## config.mk

```make
export PLATFORM = sky130hd
export DESIGN_NAME = cutter_status_out
export DESIGN_NICKNAME = d
export VERILOG_FILES = /design/src/core/cutter_pkg.sv /design/src/core/length_pulse_gen.sv /design/src/core/cutter_status_out.sv
export SDC_FILE = /design/constraint.sdc
export NUM_CORES = 1
export LEC_CHECK = 0
export ABC_AREA = 1
export BUFFER_PORTS_ARGS = -buffer_cell sky130_fd_sc_hd__clkbuf_2
export CAP_MARGIN = 20
export CORE_AREA = 2 2 354 356
export DETAILED_ROUTE_END_ITERATION = 10
export DIE_AREA = 0 0 356 358
export GPL_TIMING_DRIVEN = 0
export SLEW_MARGIN = 20
export SYNTH_ARGS = -nofsm -noshare
export SYNTH_HDL_FRONTEND = slang
export SYNTH_SLANG_ARGS = --single-unit
```

## constraint.sdc

```tcl
create_clock -name clk_i -period 4.15 [get_ports clk_i]
set_clock_uncertainty 0.05 [all_clocks]
set_input_delay 0.2075 -clock clk_i [delete_from_list [all_inputs] [get_ports clk_i]]
set_output_delay 0.2075 -clock clk_i [all_outputs]
set_load 0.02 [all_outputs]
```

## src/core/cutter_pkg.sv

```systemverilog
// cutter status output package: register offsets, signal indices,
// field positions, reset values, run states and the motion input bundle
// assumes a single 20 MHz system clock and synchronous controller inputs
package cutter_pkg;

  // widths
  localparam int unsigned ADDR_W = 8;
  localparam int unsigned DATA_W = 32;
  localparam int unsigned NUM_SIG = 32;
  localparam int unsigned NUM_LINES = 8;
  localparam int unsigned ROUTE_W = 4;
  localparam int unsigned POS_W = 16;
  localparam int unsigned MISS_W = 8;
  localparam int unsigned SIG_PER_WORD = 8;
  localparam int unsigned NUM_ROUTE_REGS = 4;

  // register byte offsets
  localparam logic [7:0] REG_ROUTE0 = 8'h00;
  localparam logic [7:0] REG_ROUTE3 = 8'h0c;
  localparam logic [7:0] REG_ALARM = 8'h10;
  localparam logic [7:0] REG_HOME_WIN = 8'h14;
  localparam logic [7:0] REG_MISS = 8'h18;
  localparam logic [7:0] REG_LEN_FACTOR = 8'h1c;
  localparam logic [7:0] REG_CUT_TOL = 8'h20;
  localparam logic [7:0] REG_MASTER_ZERO = 8'h24;
  localparam logic [7:0] REG_VIRT_ZERO = 8'h28;
  localparam logic [7:0] REG_REV_LIMIT = 8'h2c;
  localparam logic [7:0] REG_MAX_CORR = 8'h30;
  localparam logic [7:0] REG_THICK_WIN = 8'h34;
  localparam logic [7:0] REG_CTRL = 8'h38;
  localparam logic [7:0] REG_CUT_WIN = 8'h3c;
  localparam logic [7:0] REG_CUT_OFS = 8'h40;
  localparam logic [7:0] REG_SIG_STAT = 8'h44;
  localparam logic [7:0] REG_LINE_STAT = 8'h48;

  // field positions: windows hold start in low half, end in high half
  localparam int unsigned WIN_START_LSB = 0;
  localparam int unsigned WIN_END_LSB = 16;
  localparam int unsigned CTRL_MARK_WIN_EN = 0;
  localparam int unsigned CTRL_THICK_EN = 1;
  localparam int unsigned CTRL_THICK_INV = 2;

  // reset values
  localparam logic [15:0] RST_CFG16 = 16'h0000;
  localparam logic [15:0] RST_LEN_FACTOR = 16'h0001;
  localparam logic [7:0] RST_MISS = 8'h00;
  localparam logic [2:0] RST_CTRL = 3'h0;

  // output signal indices
  localparam int unsigned SIG_READY = 0;
  localparam int unsigned SIG_ALARM = 1;
  localparam int unsigned SIG_HOME = 2;
  localparam int unsigned SIG_NO_MARK = 3;
  localparam int unsigned SIG_LENGTH = 4;
  localparam int unsigned SIG_WASTE = 5;
  localparam int unsigned SIG_ERROR = 7;
  localparam int unsigned SIG_MASTER_MOV = 8;
  localparam int unsigned SIG_VIRT_MOV = 10;
  localparam int unsigned SIG_MARK_WIN = 11;
  localparam int unsigned SIG_REVERSE = 12;
  localparam int unsigned SIG_MAX_CORR = 13;
  localparam int unsigned SIG_TAUGHT = 14;
  localparam int unsigned SIG_HOMED = 15;
  localparam int unsigned SIG_AUTO = 16;
  localparam int unsigned SIG_THICK = 17;
  localparam int unsigned SIG_VCUT = 18;

  // automatic run states, gray along idle -> run -> stopping
  typedef enum logic [1:0] {
    RUN_IDLE = 2'b00,
    RUN_ON = 2'b01,
    RUN_STOP = 2'b11
  } run_e;

  // controller state bundle feeding the status logic
  typedef struct packed {
    logic init_done;          // power-up and initialization finished
    logic selftest_ok;        // self-test passed
    logic err_cond;           // operational error present
    logic signed [15:0] pos_err; // cutter position error vs profile
    logic [15:0] knife_pos;   // knife position within one turn
    logic sheet_end;          // pulse: one sheet passed
    logic mark_det;           // pulse: printmark detected
    logic mark_win_open;      // printmark acceptance window open
    logic line_step;          // pulse: one unit of line travel
    logic line_fwd;           // travel direction of line_step
    logic clear_error;        // clear-error input
    logic [15:0] master_speed; // measured speed on first encoder
    logic [15:0] virt_freq;   // virtual master output frequency
    logic signed [15:0] corr_val; // proportional correction value
    logic teach;              // pulse: teach input acted
    logic teach_ok;           // teach capture succeeded
    logic homing_done;        // pulse: homing cycle finished
    logic jog;                // jog in progress
    logic ctrl_enable;        // control enable input
    logic start_stop;         // start/stop input
    logic cut_done;           // pulse: a cut completed
    logic signed [15:0] cut_dev; // length deviation of that cut
    logic test_cut;           // that cut was a test-length cut
    logic still;              // cutter at standstill
  } motion_s;

endpackage

```

## src/core/length_pulse_gen.sv

```systemverilog
// length pulse divider: toggles its output every factor steps of line
// travel so high and low time span equal travel
// assumes step_i is a one-cycle pulse synchronous to clk_i
`timescale 1ns/1ps
module length_pulse_gen
  import cutter_pkg::*;
#(
  parameter int unsigned CNT_W = 16
) (
  // clock and reset
  input wire logic clk_i,
  input wire logic rst_n_i,
  // travel and scaling
  input wire logic step_i,
  input wire logic [CNT_W-1:0] factor_i,
  // pulse train
  output logic pulse_o
);

  // whole state of the divider
  typedef struct packed {
    logic [CNT_W-1:0] cnt; // steps since last toggle
    logic lvl;             // current output level
  } lp_s;

  lp_s st_r;
  lp_s st_nxt;

  // count steps, toggle on the factor-th one; factor 0 acts as 1
  always_comb begin
    st_nxt = st_r;
    if (step_i) begin
      if (st_r.cnt + CNT_W'(1) >= factor_i) begin
        st_nxt.cnt = '0;
        st_nxt.lvl = ~st_r.lvl; // RULE_08
      end else begin
        st_nxt.cnt = st_r.cnt + CNT_W'(1);
      end
    end
  end

  // state register
  always_ff @(posedge clk_i or negedge rst_n_i) begin
    if (!rst_n_i) begin
      st_r <= '0;
    end else begin
      st_r <= st_nxt;
    end
  end

  assign pulse_o = st_r.lvl;

endmodule

```

## src/core/cutter_status_out.sv

```systemverilog
// cutter status outputs: derives 32 indexed status signals from the
// motion controller state and routes any of them to 8 output lines
// assumes synchronous inputs, one clock, plain register port
//
// Operation
// RULE_01 - any signal routable to one of eight lines
// RULE_02 - line high while its assigned signal active
// RULE_03 - all signals readable regardless of routing
// RULE_04 - ready only after init and passing self-test
// RULE_05 - alarm while position error magnitude exceeds limit
// RULE_06 - home high inside home window only
// RULE_07 - missing mark after configured sheets without mark
// RULE_08 - length pulses scaled to travel, 1:1 duty
// RULE_09 - waste cut on tolerance miss or test cut
// RULE_10 - error high on operational error
// RULE_11 - master motion above master standstill threshold
// RULE_12 - virtual motion above virtual standstill threshold
// RULE_13 - mark window open, or always when disabled
// RULE_14 - reverse set past limit, cleared forward/clear
// RULE_15 - correction limit while correction reaches maximum
// RULE_16 - taught after successful teach capture
// RULE_17 - homed set on homing, cleared on invalidation
// RULE_18 - auto run until cut done and standstill
// RULE_19 - thickness window per mode between start, end
// RULE_20 - virtual cut pulse from offset cut to sync end
// RULE_21 - unused signal indices always inactive
`timescale 1ns/1ps
module cutter_status_out
  import cutter_pkg::*;
(
  // clock and reset
  input wire logic clk_i,
  input wire logic rst_n_i,
  // controller state
  input wire motion_s mot_i,
  // register port
  input wire logic [ADDR_W-1:0] addr_i,
  input wire logic [DATA_W-1:0] wdata_i,
  input wire logic wr_i,
  input wire logic rd_i,
  output logic [DATA_W-1:0] rdata_o,
  // status and physical lines
  output logic [NUM_SIG-1:0] sig_o,
  output logic [NUM_LINES-1:0] line_o
);

  // whole state of the block
  typedef struct packed {
    logic [NUM_SIG-1:0][ROUTE_W-1:0] route; // 0 unrouted, k routes to line k-1
    logic [POS_W-1:0] alarm_lim;   // position alarm limit
    logic [POS_W-1:0] home_start;  // home window start
    logic [POS_W-1:0] home_end;    // home window end
    logic [MISS_W-1:0] miss_lim;   // sheets without mark before alarm
    logic [POS_W-1:0] len_factor;  // steps per length half-period
    logic [POS_W-1:0] cut_tol;     // cut tolerance
    logic [POS_W-1:0] master_zero; // master standstill speed
    logic [POS_W-1:0] virt_zero;   // virtual standstill frequency
    logic [POS_W-1:0] rev_lim;     // reverse travel limit
    logic [POS_W-1:0] max_corr;    // maximum correction
    logic [POS_W-1:0] thick_start; // thickness window start
    logic [POS_W-1:0] thick_end;   // thickness window end
    logic [2:0] ctrl;              // mode bits
    logic [POS_W-1:0] cut_pos;     // cutting position
    logic [POS_W-1:0] sync_end;    // end of sync zone after cut
    logic [POS_W-1:0] cut_ofs;     // cut pulse offset
    logic [MISS_W-1:0] miss_cnt;   // consecutive sheets without mark
    logic mark_seen;               // valid mark in current sheet
    logic [POS_W:0] rev_dist;      // reverse travel not yet undone
    logic rev_flag;                // reverse monitor
    logic taught;                  // mark taught
    logic homed;                   // homing complete
    logic waste;                   // last cut was waste
    logic cut_seen;                // cut finished while stopping
    run_e run;                     // automatic run state
    logic [NUM_SIG-1:0] sig;       // registered status signals
    logic [NUM_LINES-1:0] lines;   // registered physical lines
    logic [DATA_W-1:0] rdata;      // read data
  } st_s;

  st_s st_r;
  st_s st_nxt;

  logic len_pulse;               // length pulse level from divider
  logic [NUM_LINES-1:0] line_hit; // per line, any assigned signal active

  // magnitude of a signed 16-bit value, widened to avoid overflow
  function automatic logic [POS_W:0] mag(input logic signed [POS_W-1:0] v);
    logic [POS_W:0] ext;
    ext = {v[POS_W-1], v};
    mag = v[POS_W-1] ? (~ext + 17'h00001) : ext;
  endfunction

  // position inside a window that may wrap past the top of the turn
  function automatic logic in_win(input logic [POS_W-1:0] p,
                                  input logic [POS_W-1:0] s,
                                  input logic [POS_W-1:0] e);
    if (s <= e) begin
      in_win = (p >= s) && (p <= e);
    end else begin
      in_win = (p >= s) || (p <= e);
    end
  endfunction

  // length pulse divider
  length_pulse_gen #(
    .CNT_W(POS_W)
  ) u_len (
    .clk_i(clk_i),
    .rst_n_i(rst_n_i),
    .step_i(mot_i.line_step),
    .factor_i(st_r.len_factor),
    .pulse_o(len_pulse)
  );

  // per line: or of every signal whose route selects this line
  for (genvar k = 0; k < NUM_LINES; k++) begin : g_line
    logic hit;
    always_comb begin
      hit = 1'b0;
      for (int j = 0; j < NUM_SIG; j++) begin
        if (st_r.route[j] == ROUTE_W'(k + 1) && st_r.sig[j]) begin
          hit = 1'b1; // RULE_01
        end
      end
    end
    assign line_hit[k] = hit;
  end

  // next-state logic: registers, supervision, status vector
  always_comb begin
    logic [POS_W-1:0] cut_at;
    logic [NUM_SIG-1:0] s;
    cut_at = '0;
    s = '0; // RULE_21
    st_nxt = st_r;

    // register writes
    if (wr_i) begin
      if (addr_i <= REG_ROUTE3 && addr_i[1:0] == 2'b00) begin
        // route words: eight nibbles per word
        for (int n = 0; n < SIG_PER_WORD; n++) begin
          st_nxt.route[32'(addr_i[3:2]) * SIG_PER_WORD + n] =
            wdata_i[n*ROUTE_W +: ROUTE_W]; // RULE_01
        end
      end
      case (addr_i)
        REG_ALARM: st_nxt.alarm_lim = wdata_i[POS_W-1:0];
        REG_HOME_WIN: begin
          st_nxt.home_start = wdata_i[WIN_START_LSB +: POS_W];
          st_nxt.home_end = wdata_i[WIN_END_LSB +: POS_W];
        end
        REG_MISS: st_nxt.miss_lim = wdata_i[MISS_W-1:0];
        REG_LEN_FACTOR: st_nxt.len_factor = wdata_i[POS_W-1:0];
        REG_CUT_TOL: st_nxt.cut_tol = wdata_i[POS_W-1:0];
        REG_MASTER_ZERO: st_nxt.master_zero = wdata_i[POS_W-1:0];
        REG_VIRT_ZERO: st_nxt.virt_zero = wdata_i[POS_W-1:0];
        REG_REV_LIMIT: st_nxt.rev_lim = wdata_i[POS_W-1:0];
        REG_MAX_CORR: st_nxt.max_corr = wdata_i[POS_W-1:0];
        REG_THICK_WIN: begin
          st_nxt.thick_start = wdata_i[WIN_START_LSB +: POS_W];
          st_nxt.thick_end = wdata_i[WIN_END_LSB +: POS_W];
        end
        REG_CTRL: st_nxt.ctrl = wdata_i[2:0];
        REG_CUT_WIN: begin
          st_nxt.cut_pos = wdata_i[WIN_START_LSB +: POS_W];
          st_nxt.sync_end = wdata_i[WIN_END_LSB +: POS_W];
        end
        REG_CUT_OFS: st_nxt.cut_ofs = wdata_i[POS_W-1:0];
        default: begin
          // route words handled above, status words read only
        end
      endcase
    end

    // register reads: data valid the cycle after the strobe only
    st_nxt.rdata = '0;
    if (rd_i) begin
      if (addr_i <= REG_ROUTE3 && addr_i[1:0] == 2'b00) begin
        for (int n = 0; n < SIG_PER_WORD; n++) begin
          st_nxt.rdata[n*ROUTE_W +: ROUTE_W] =
            st_r.route[32'(addr_i[3:2]) * SIG_PER_WORD + n];
        end
      end
      case (addr_i)
        REG_ALARM: st_nxt.rdata[POS_W-1:0] = st_r.alarm_lim;
        REG_HOME_WIN: st_nxt.rdata = {st_r.home_end, st_r.home_start};
        REG_MISS: st_nxt.rdata[MISS_W-1:0] = st_r.miss_lim;
        REG_LEN_FACTOR: st_nxt.rdata[POS_W-1:0] = st_r.len_factor;
        REG_CUT_TOL: st_nxt.rdata[POS_W-1:0] = st_r.cut_tol;
        REG_MASTER_ZERO: st_nxt.rdata[POS_W-1:0] = st_r.master_zero;
        REG_VIRT_ZERO: st_nxt.rdata[POS_W-1:0] = st_r.virt_zero;
        REG_REV_LIMIT: st_nxt.rdata[POS_W-1:0] = st_r.rev_lim;
        REG_MAX_CORR: st_nxt.rdata[POS_W-1:0] = st_r.max_corr;
        REG_THICK_WIN: st_nxt.rdata = {st_r.thick_end, st_r.thick_start};
        REG_CTRL: st_nxt.rdata[2:0] = st_r.ctrl;
        REG_CUT_WIN: st_nxt.rdata = {st_r.sync_end, st_r.cut_pos};
        REG_CUT_OFS: st_nxt.rdata[POS_W-1:0] = st_r.cut_ofs;
        REG_SIG_STAT: st_nxt.rdata = st_r.sig; // RULE_03
        REG_LINE_STAT: st_nxt.rdata[NUM_LINES-1:0] = st_r.lines;
        default: begin
          // unmapped and route words: zero or filled above
        end
      endcase
    end

    // printmark supervision per sheet
    if (mot_i.sheet_end) begin
      if (st_r.mark_seen) begin
        st_nxt.miss_cnt = '0;
      end else if (st_r.miss_cnt != '1) begin
        st_nxt.miss_cnt = st_r.miss_cnt + MISS_W'(1); // RULE_07
      end
      st_nxt.mark_seen = 1'b0;
    end
    // a mark landing with the sheet end still counts for the new sheet
    if (mot_i.mark_det && st_r.sig[SIG_MARK_WIN]) begin
      st_nxt.mark_seen = 1'b1;
    end

    // reverse travel monitor; clear input first, travel wins after it
    if (mot_i.clear_error) begin
      st_nxt.rev_dist = '0;
      st_nxt.rev_flag = 1'b0; // RULE_14
    end
    if (mot_i.line_step) begin
      if (!mot_i.line_fwd) begin
        if (st_nxt.rev_dist != '1) begin
          st_nxt.rev_dist = st_nxt.rev_dist + 17'h00001;
        end
        if (st_nxt.rev_dist > {1'b0, st_r.rev_lim}) begin
          st_nxt.rev_flag = 1'b1; // RULE_14
        end
      end else if (st_nxt.rev_dist != '0) begin
        st_nxt.rev_dist = st_nxt.rev_dist - 17'h00001;
        if (st_nxt.rev_dist == '0) begin
          st_nxt.rev_flag = 1'b0; // RULE_14
        end
      end
    end

    // waste cut judged at every completed cut
    if (mot_i.cut_done) begin
      st_nxt.waste = mot_i.test_cut ||
                     (mag(mot_i.cut_dev) > {1'b0, st_r.cut_tol}); // RULE_09
    end

    // teach result
    if (mot_i.teach) begin
      st_nxt.taught = mot_i.teach_ok; // RULE_16
    end

    // homing reference: invalidation first, completion wins
    if (mot_i.jog || !mot_i.ctrl_enable) begin
      st_nxt.homed = 1'b0; // RULE_17
    end
    if (mot_i.homing_done) begin
      st_nxt.homed = 1'b1; // RULE_17
    end

    // automatic run sequence
    case (st_r.run)
      RUN_IDLE: begin
        st_nxt.cut_seen = 1'b0;
        if (mot_i.start_stop) begin
          st_nxt.run = RUN_ON; // RULE_18
        end
      end
      RUN_ON: begin
        st_nxt.cut_seen = 1'b0;
        if (!mot_i.start_stop) begin
          st_nxt.run = RUN_STOP;
        end
      end
      RUN_STOP: begin
        // wait for the running cut to finish, then for standstill
        if (mot_i.cut_done) begin
          st_nxt.cut_seen = 1'b1;
        end
        if (mot_i.start_stop) begin
          st_nxt.run = RUN_ON;
        end else if ((st_r.cut_seen || mot_i.cut_done) && mot_i.still) begin
          st_nxt.run = RUN_IDLE; // RULE_18
        end
      end
      default: begin
        st_nxt.run = RUN_IDLE;
      end
    endcase

    // status vector
    s[SIG_READY] = mot_i.init_done && mot_i.selftest_ok; // RULE_04
    s[SIG_ALARM] = mag(mot_i.pos_err) > {1'b0, st_r.alarm_lim}; // RULE_05
    s[SIG_HOME] = in_win(mot_i.knife_pos, st_r.home_start,
                         st_r.home_end); // RULE_06
    s[SIG_NO_MARK] = (st_r.miss_lim != '0) &&
                     (st_r.miss_cnt >= st_r.miss_lim); // RULE_07
    s[SIG_LENGTH] = len_pulse; // RULE_08
    s[SIG_WASTE] = st_r.waste; // RULE_09
    s[SIG_ERROR] = mot_i.err_cond; // RULE_10
    s[SIG_MASTER_MOV] = mot_i.master_speed > st_r.master_zero; // RULE_11
    s[SIG_VIRT_MOV] = mot_i.virt_freq > st_r.virt_zero; // RULE_12
    s[SIG_MARK_WIN] = !st_r.ctrl[CTRL_MARK_WIN_EN] ||
                      mot_i.mark_win_open; // RULE_13
    s[SIG_REVERSE] = st_r.rev_flag; // RULE_14
    s[SIG_MAX_CORR] = mag(mot_i.corr_val) >= {1'b0, st_r.max_corr}; // RULE_15
    s[SIG_TAUGHT] = st_r.taught; // RULE_16
    s[SIG_HOMED] = st_r.homed; // RULE_17
    s[SIG_AUTO] = st_r.run != RUN_IDLE; // RULE_18
    s[SIG_THICK] = st_r.ctrl[CTRL_THICK_EN] &&
                   (in_win(mot_i.knife_pos, st_r.thick_start, st_r.thick_end)
                    ^ st_r.ctrl[CTRL_THICK_INV]); // RULE_19
    // pulse rises at the shifted cut position, falls past sync end
    cut_at = st_r.cut_pos + st_r.cut_ofs;
    s[SIG_VCUT] = in_win(mot_i.knife_pos, cut_at, st_r.sync_end); // RULE_20
    st_nxt.sig = s;

    // physical lines follow the registered status one cycle later
    st_nxt.lines = line_hit; // RULE_02
  end

  // state register with documented reset values
  always_ff @(posedge clk_i or negedge rst_n_i) begin
    if (!rst_n_i) begin
      st_r <= '0;
      st_r.alarm_lim <= RST_CFG16;
      st_r.home_start <= RST_CFG16;
      st_r.home_end <= RST_CFG16;
      st_r.miss_lim <= RST_MISS;
      st_r.len_factor <= RST_LEN_FACTOR;
      st_r.ctrl <= RST_CTRL;
      st_r.run <= RUN_IDLE;
    end else begin
      st_r <= st_nxt;
    end
  end

  // outputs straight from the state register
  assign rdata_o = st_r.rdata;
  assign sig_o = st_r.sig; // RULE_03
  assign line_o = st_r.lines;

endmodule

```

==> results.py <==
metrics = {
    "floorplan": {
        "die_h_um": 358,
        "ios": 230,
        "die-area_um2": 127000,
        "core_um2": 123000,
        "fp.dieW_um": 356,
        "initial_core_util": 0.249,
        "std_cell_rows": 129,
    },
    "clock_network": {
        "cts-root-buf": "clkbuf_16",
        "cts_sinks": 470,
        "worst_setup_hold_path_clk_slew_ns": 0.06,
        "clk_path_buf_depth": 3,
        "clk_latency_ns": 0.64,
        "htreeDepth": 2,
        "cts_made_buffers": 55,
        "cts_tree": "yes",
        "cts_setup_buffers": 0,
    },
    "job": {
        "maxCapViolations": 0,
    },
    "power_and_ir_drop": {
        "total_power_mw": 12.9,
        "powerDensity_nw_per_um2": 356,
        "p_leak_nw": 16.7,
        "ir_drop_uv": 327,
    },
    "critical_path": {
        "required_ns": 4.61,
        "worstPathArrival_ns": 4.24,
        "slowest_delay_ns": 0.53,
        "critPathCaptureType": "flop",
        "critical_path.startpoint_type": "input pin",
        "rr_endpoint": "sig_o[18]",
        "timing.rr.start": "st_r[107]",
        "cp_max_fo": 10,
        "r2r_cells": 18,
        "cpMostUsedCell": "nand2_1",
        "cp_slowest_cell": "dlygate4sd3_1",
        "reg2reg_slack_ns": 0.37,
        "setup.worst_path.class": "input pin to flop",
    },
    "route": {
        "viasPerCell": 5.08,
        "drtAntennaViolNets": 0,
        "vias": 30300,
        "wirelength_um": 134000,
        "route.detailed.drc": 0,
        "avgRoutedWirePerCell_um": 22.5,
        "drt_iter0_drc": 3286,
        "firstDrtPassIters": 7,
    },
    "global_routing": {
        "antenna_found_initial": 13,
        "track_usage": 0.206,
        "gr-total-overflow": 0,
        "grt_pass1_vias": 29000,
        "grt_first_pass_wirelength_um": 194000,
        "grt_max_degree": 90,
    },
    "logic_synthesis": {
        "async_flop_share": 1.00,
        "postSynthAreaPerCell_um2": 7.77,
        "seq_area_frac_synth": 0.383,
        "yosys_warnings": 0,
        "synth.distinct_cells": 66,
        "syn-instance-count": 3955,
        "synth_area_um2": 30700,
        "synth_edf_count": 0,
        "ys_ff_latch": 470,
        "synth-main-ff-cell": "dfrtp_1",
    },
    "finish": {
        "post-route-cell-area_um2": 36200,
        "fin_util": 0.294,
        "num-nets-final": 4714,
        "regArea_um2": 11800,
        "multiInputGateArea_um2": 16000,
        "area_delta_synth_final_pct": 18.0,
        "nFillCells": 13400,
        "drive_above_1_share": 0.105,
    },
    "place": {
        "portBuffers": 211,
        "finalWeightedCongestion": 0.996,
        "dp_hpwl_um": 107000,
        "dpl_cell_area_um2": 34100,
    },
    "min_path": {
        "hold_end": "sig_o[10]",
        "holdCritPathClass": "input pin to flop",
        "hold_depth": 4,
        "min_from": "mot_i[55]",
    },
    "sta": {
        "setup_violations": 0,
        "fin_crit_sh": 0.913,
        "clock.fmax_ghz": 0.264,
        "rsz0062_at_grt": "no",
        "relSlewSlack": 0.196,
        "tightest_slew_ns": 1.21,
        "timing_hold_violations_final": 0,
        "final.min_clock_period_ns": 3.79,
        "drv_slew": 0,
    },
    "outcome": {
        "status": "complete, no violations",
    },
}
## registers in the layout, indices dropped and copies added, names as in the netlist
name,flops
line_o,8
rdata_o,32
sig_o,17
st_nxt,4
st_r,392
u_len.pulse_o,1
u_len.st_r,16
## how the worst max path moves through the flow
stage / end / startpoint / cells after the start
final: st_nxt[52] / mot_i[73] / 26
after global routing: sig_o[18] / st_r[109] / 18
after CTS: sig_o[18] / st_r[105] / 18
after detailed placement: st_nxt[52] / mot_i[73] / 25
after global placement: rdata_o[16] / rst_n_i / 1
after floorplan: sig_o[18] / st_r[105] / 17
## layer usage
layer | share of wire | routed length [µm] | GRT usage
met4 | 0.038 | 5100 | 0.0774
met3 | 0.10 | 13500 | 0.0529
met2 | 0.44 | 59000 | 0.318
met1 | 0.42 | 56300 | 0.274
met5 | 0.00069 | 92 | 0
## kinds of logic (layout without fill, tap and decap cells)
group | count (synthesis) | count (layout) | share of synthesized area
adder cells (fa/ha/maj) | 287 | 287 | 0.117
AO/OA/AOI/OAI | 963 | 963 | 0.179
other | 1 | 20 | 0.000122
flip-flops | 470 | 470 | 0.383
buffers and inverters | 705 | 1050 | 0.0969
XOR/XNOR | 89 | 89 | 0.0254
multiplexers | 1 | 1 | 0.000366
AND/OR/NAND/NOR | 1439 | 1439 | 0.198
## worst max-delay path: cells and delay by family
| family | cells | cell delay, ns |
|---|---|---|
| adder cells (fa/ha/maj) | 2 | 0.53 |
| AO/OA/AOI/OAI | 3 | 0.37 |
| buffers and inverters | 6 | 1.40 |
| AND/OR/NAND/NOR | 15 | 1.72 |
## cell type report
cell class | count | area share
Clock buffer | 75 | 0.0437
Multi-Input combinational cell | 2794 | 0.443
Inverter | 495 | 0.0515
Clock inverter | 27 | 0.00891
Timing Repair Buffer | 243 | 0.0411
Sequential cell | 470 | 0.325
Buffer | 210 | 0.0308
Tap cell | 1637 | 0.0565
Antenna cell | 5 | 0.000345
## per-stage QoR
stage	instances	worst slack [ns]	TNS [ns]	hold WS, ns
after floorplan	3969	0.948	0	-0.138
after global placement	5817	-8.84	-4099.51	0.269
after detailed placement	5823	0.236	0	0.0456
after CTS	5951	0.230	0	0.00112
after global routing	5951	0.00979	0	0.0478
final	5956	0.362	0	0.00885
## cell usage after synthesis, drive strengths merged, types with 9 or more instances
cell type | number | area (µm²)
nand2 | 869 | 3300
inv | 493 | 1860
o21ai | 485 | 2430
dfrtp | 469 | 11700
ha | 286 | 3580
nor2 | 241 | 950
a21oi | 203 | 1030
nand3 | 130 | 666
clkbuf | 114 | 428
nor3 | 98 | 502
buf | 96 | 684
o22ai | 74 | 463
xor2 | 68 | 596
a22oi | 55 | 413
nand4 | 53 | 332
nor4 | 29 | 196
a211oi | 25 | 188
a221oi | 21 | 184
o221ai | 21 | 184
xnor2 | 21 | 184
o211ai | 13 | 97.6
a31oi | 10 | 62.6
a21o | 9 | 67.6
o31ai | 9 | 67.6
## repair_timing
item                                    4_1_cts  5_1_grt
endpoints found under the setup margin        0       11
hold buffers                                 26        0
gates resized for setup                       0        4
endpoints found under the hold margin       130        0
## cell usage in the layout, fill, tap and decap left out, types with 12 or more instances in the layout
cell type and n:
nand2_1 858, inv_1 479, dfrtp_1 469, o21ai_0 466, ha_1 286, nor2_1 231, clkbuf_2 212, a21oi_1 200
nand3_1 127, clkbuf_1 121, nor3_1 97, buf_4 74, o22ai_1 74, xor2_1 68, clkbuf_16 57, a22oi_1 55
nand4_1 53, nor4_1 28, dlygate4sd3_1 26, a211oi_1 25, xnor2_1 21, o221ai_1 21, a221oi_1 21, o21ai_1 19
conb_1 15, o211ai_1 13, buf_2 13, inv_2 12
## where the power goes
part / total, mW / internal [mW] / switching (mW)
Sequential: 5.20 / 4.84 / 0.356
Combinational: 2.49 / 0.852 / 1.64
Clock: 5.23 / 3.01 / 2.22
Power figures use the tool's default switching activity.
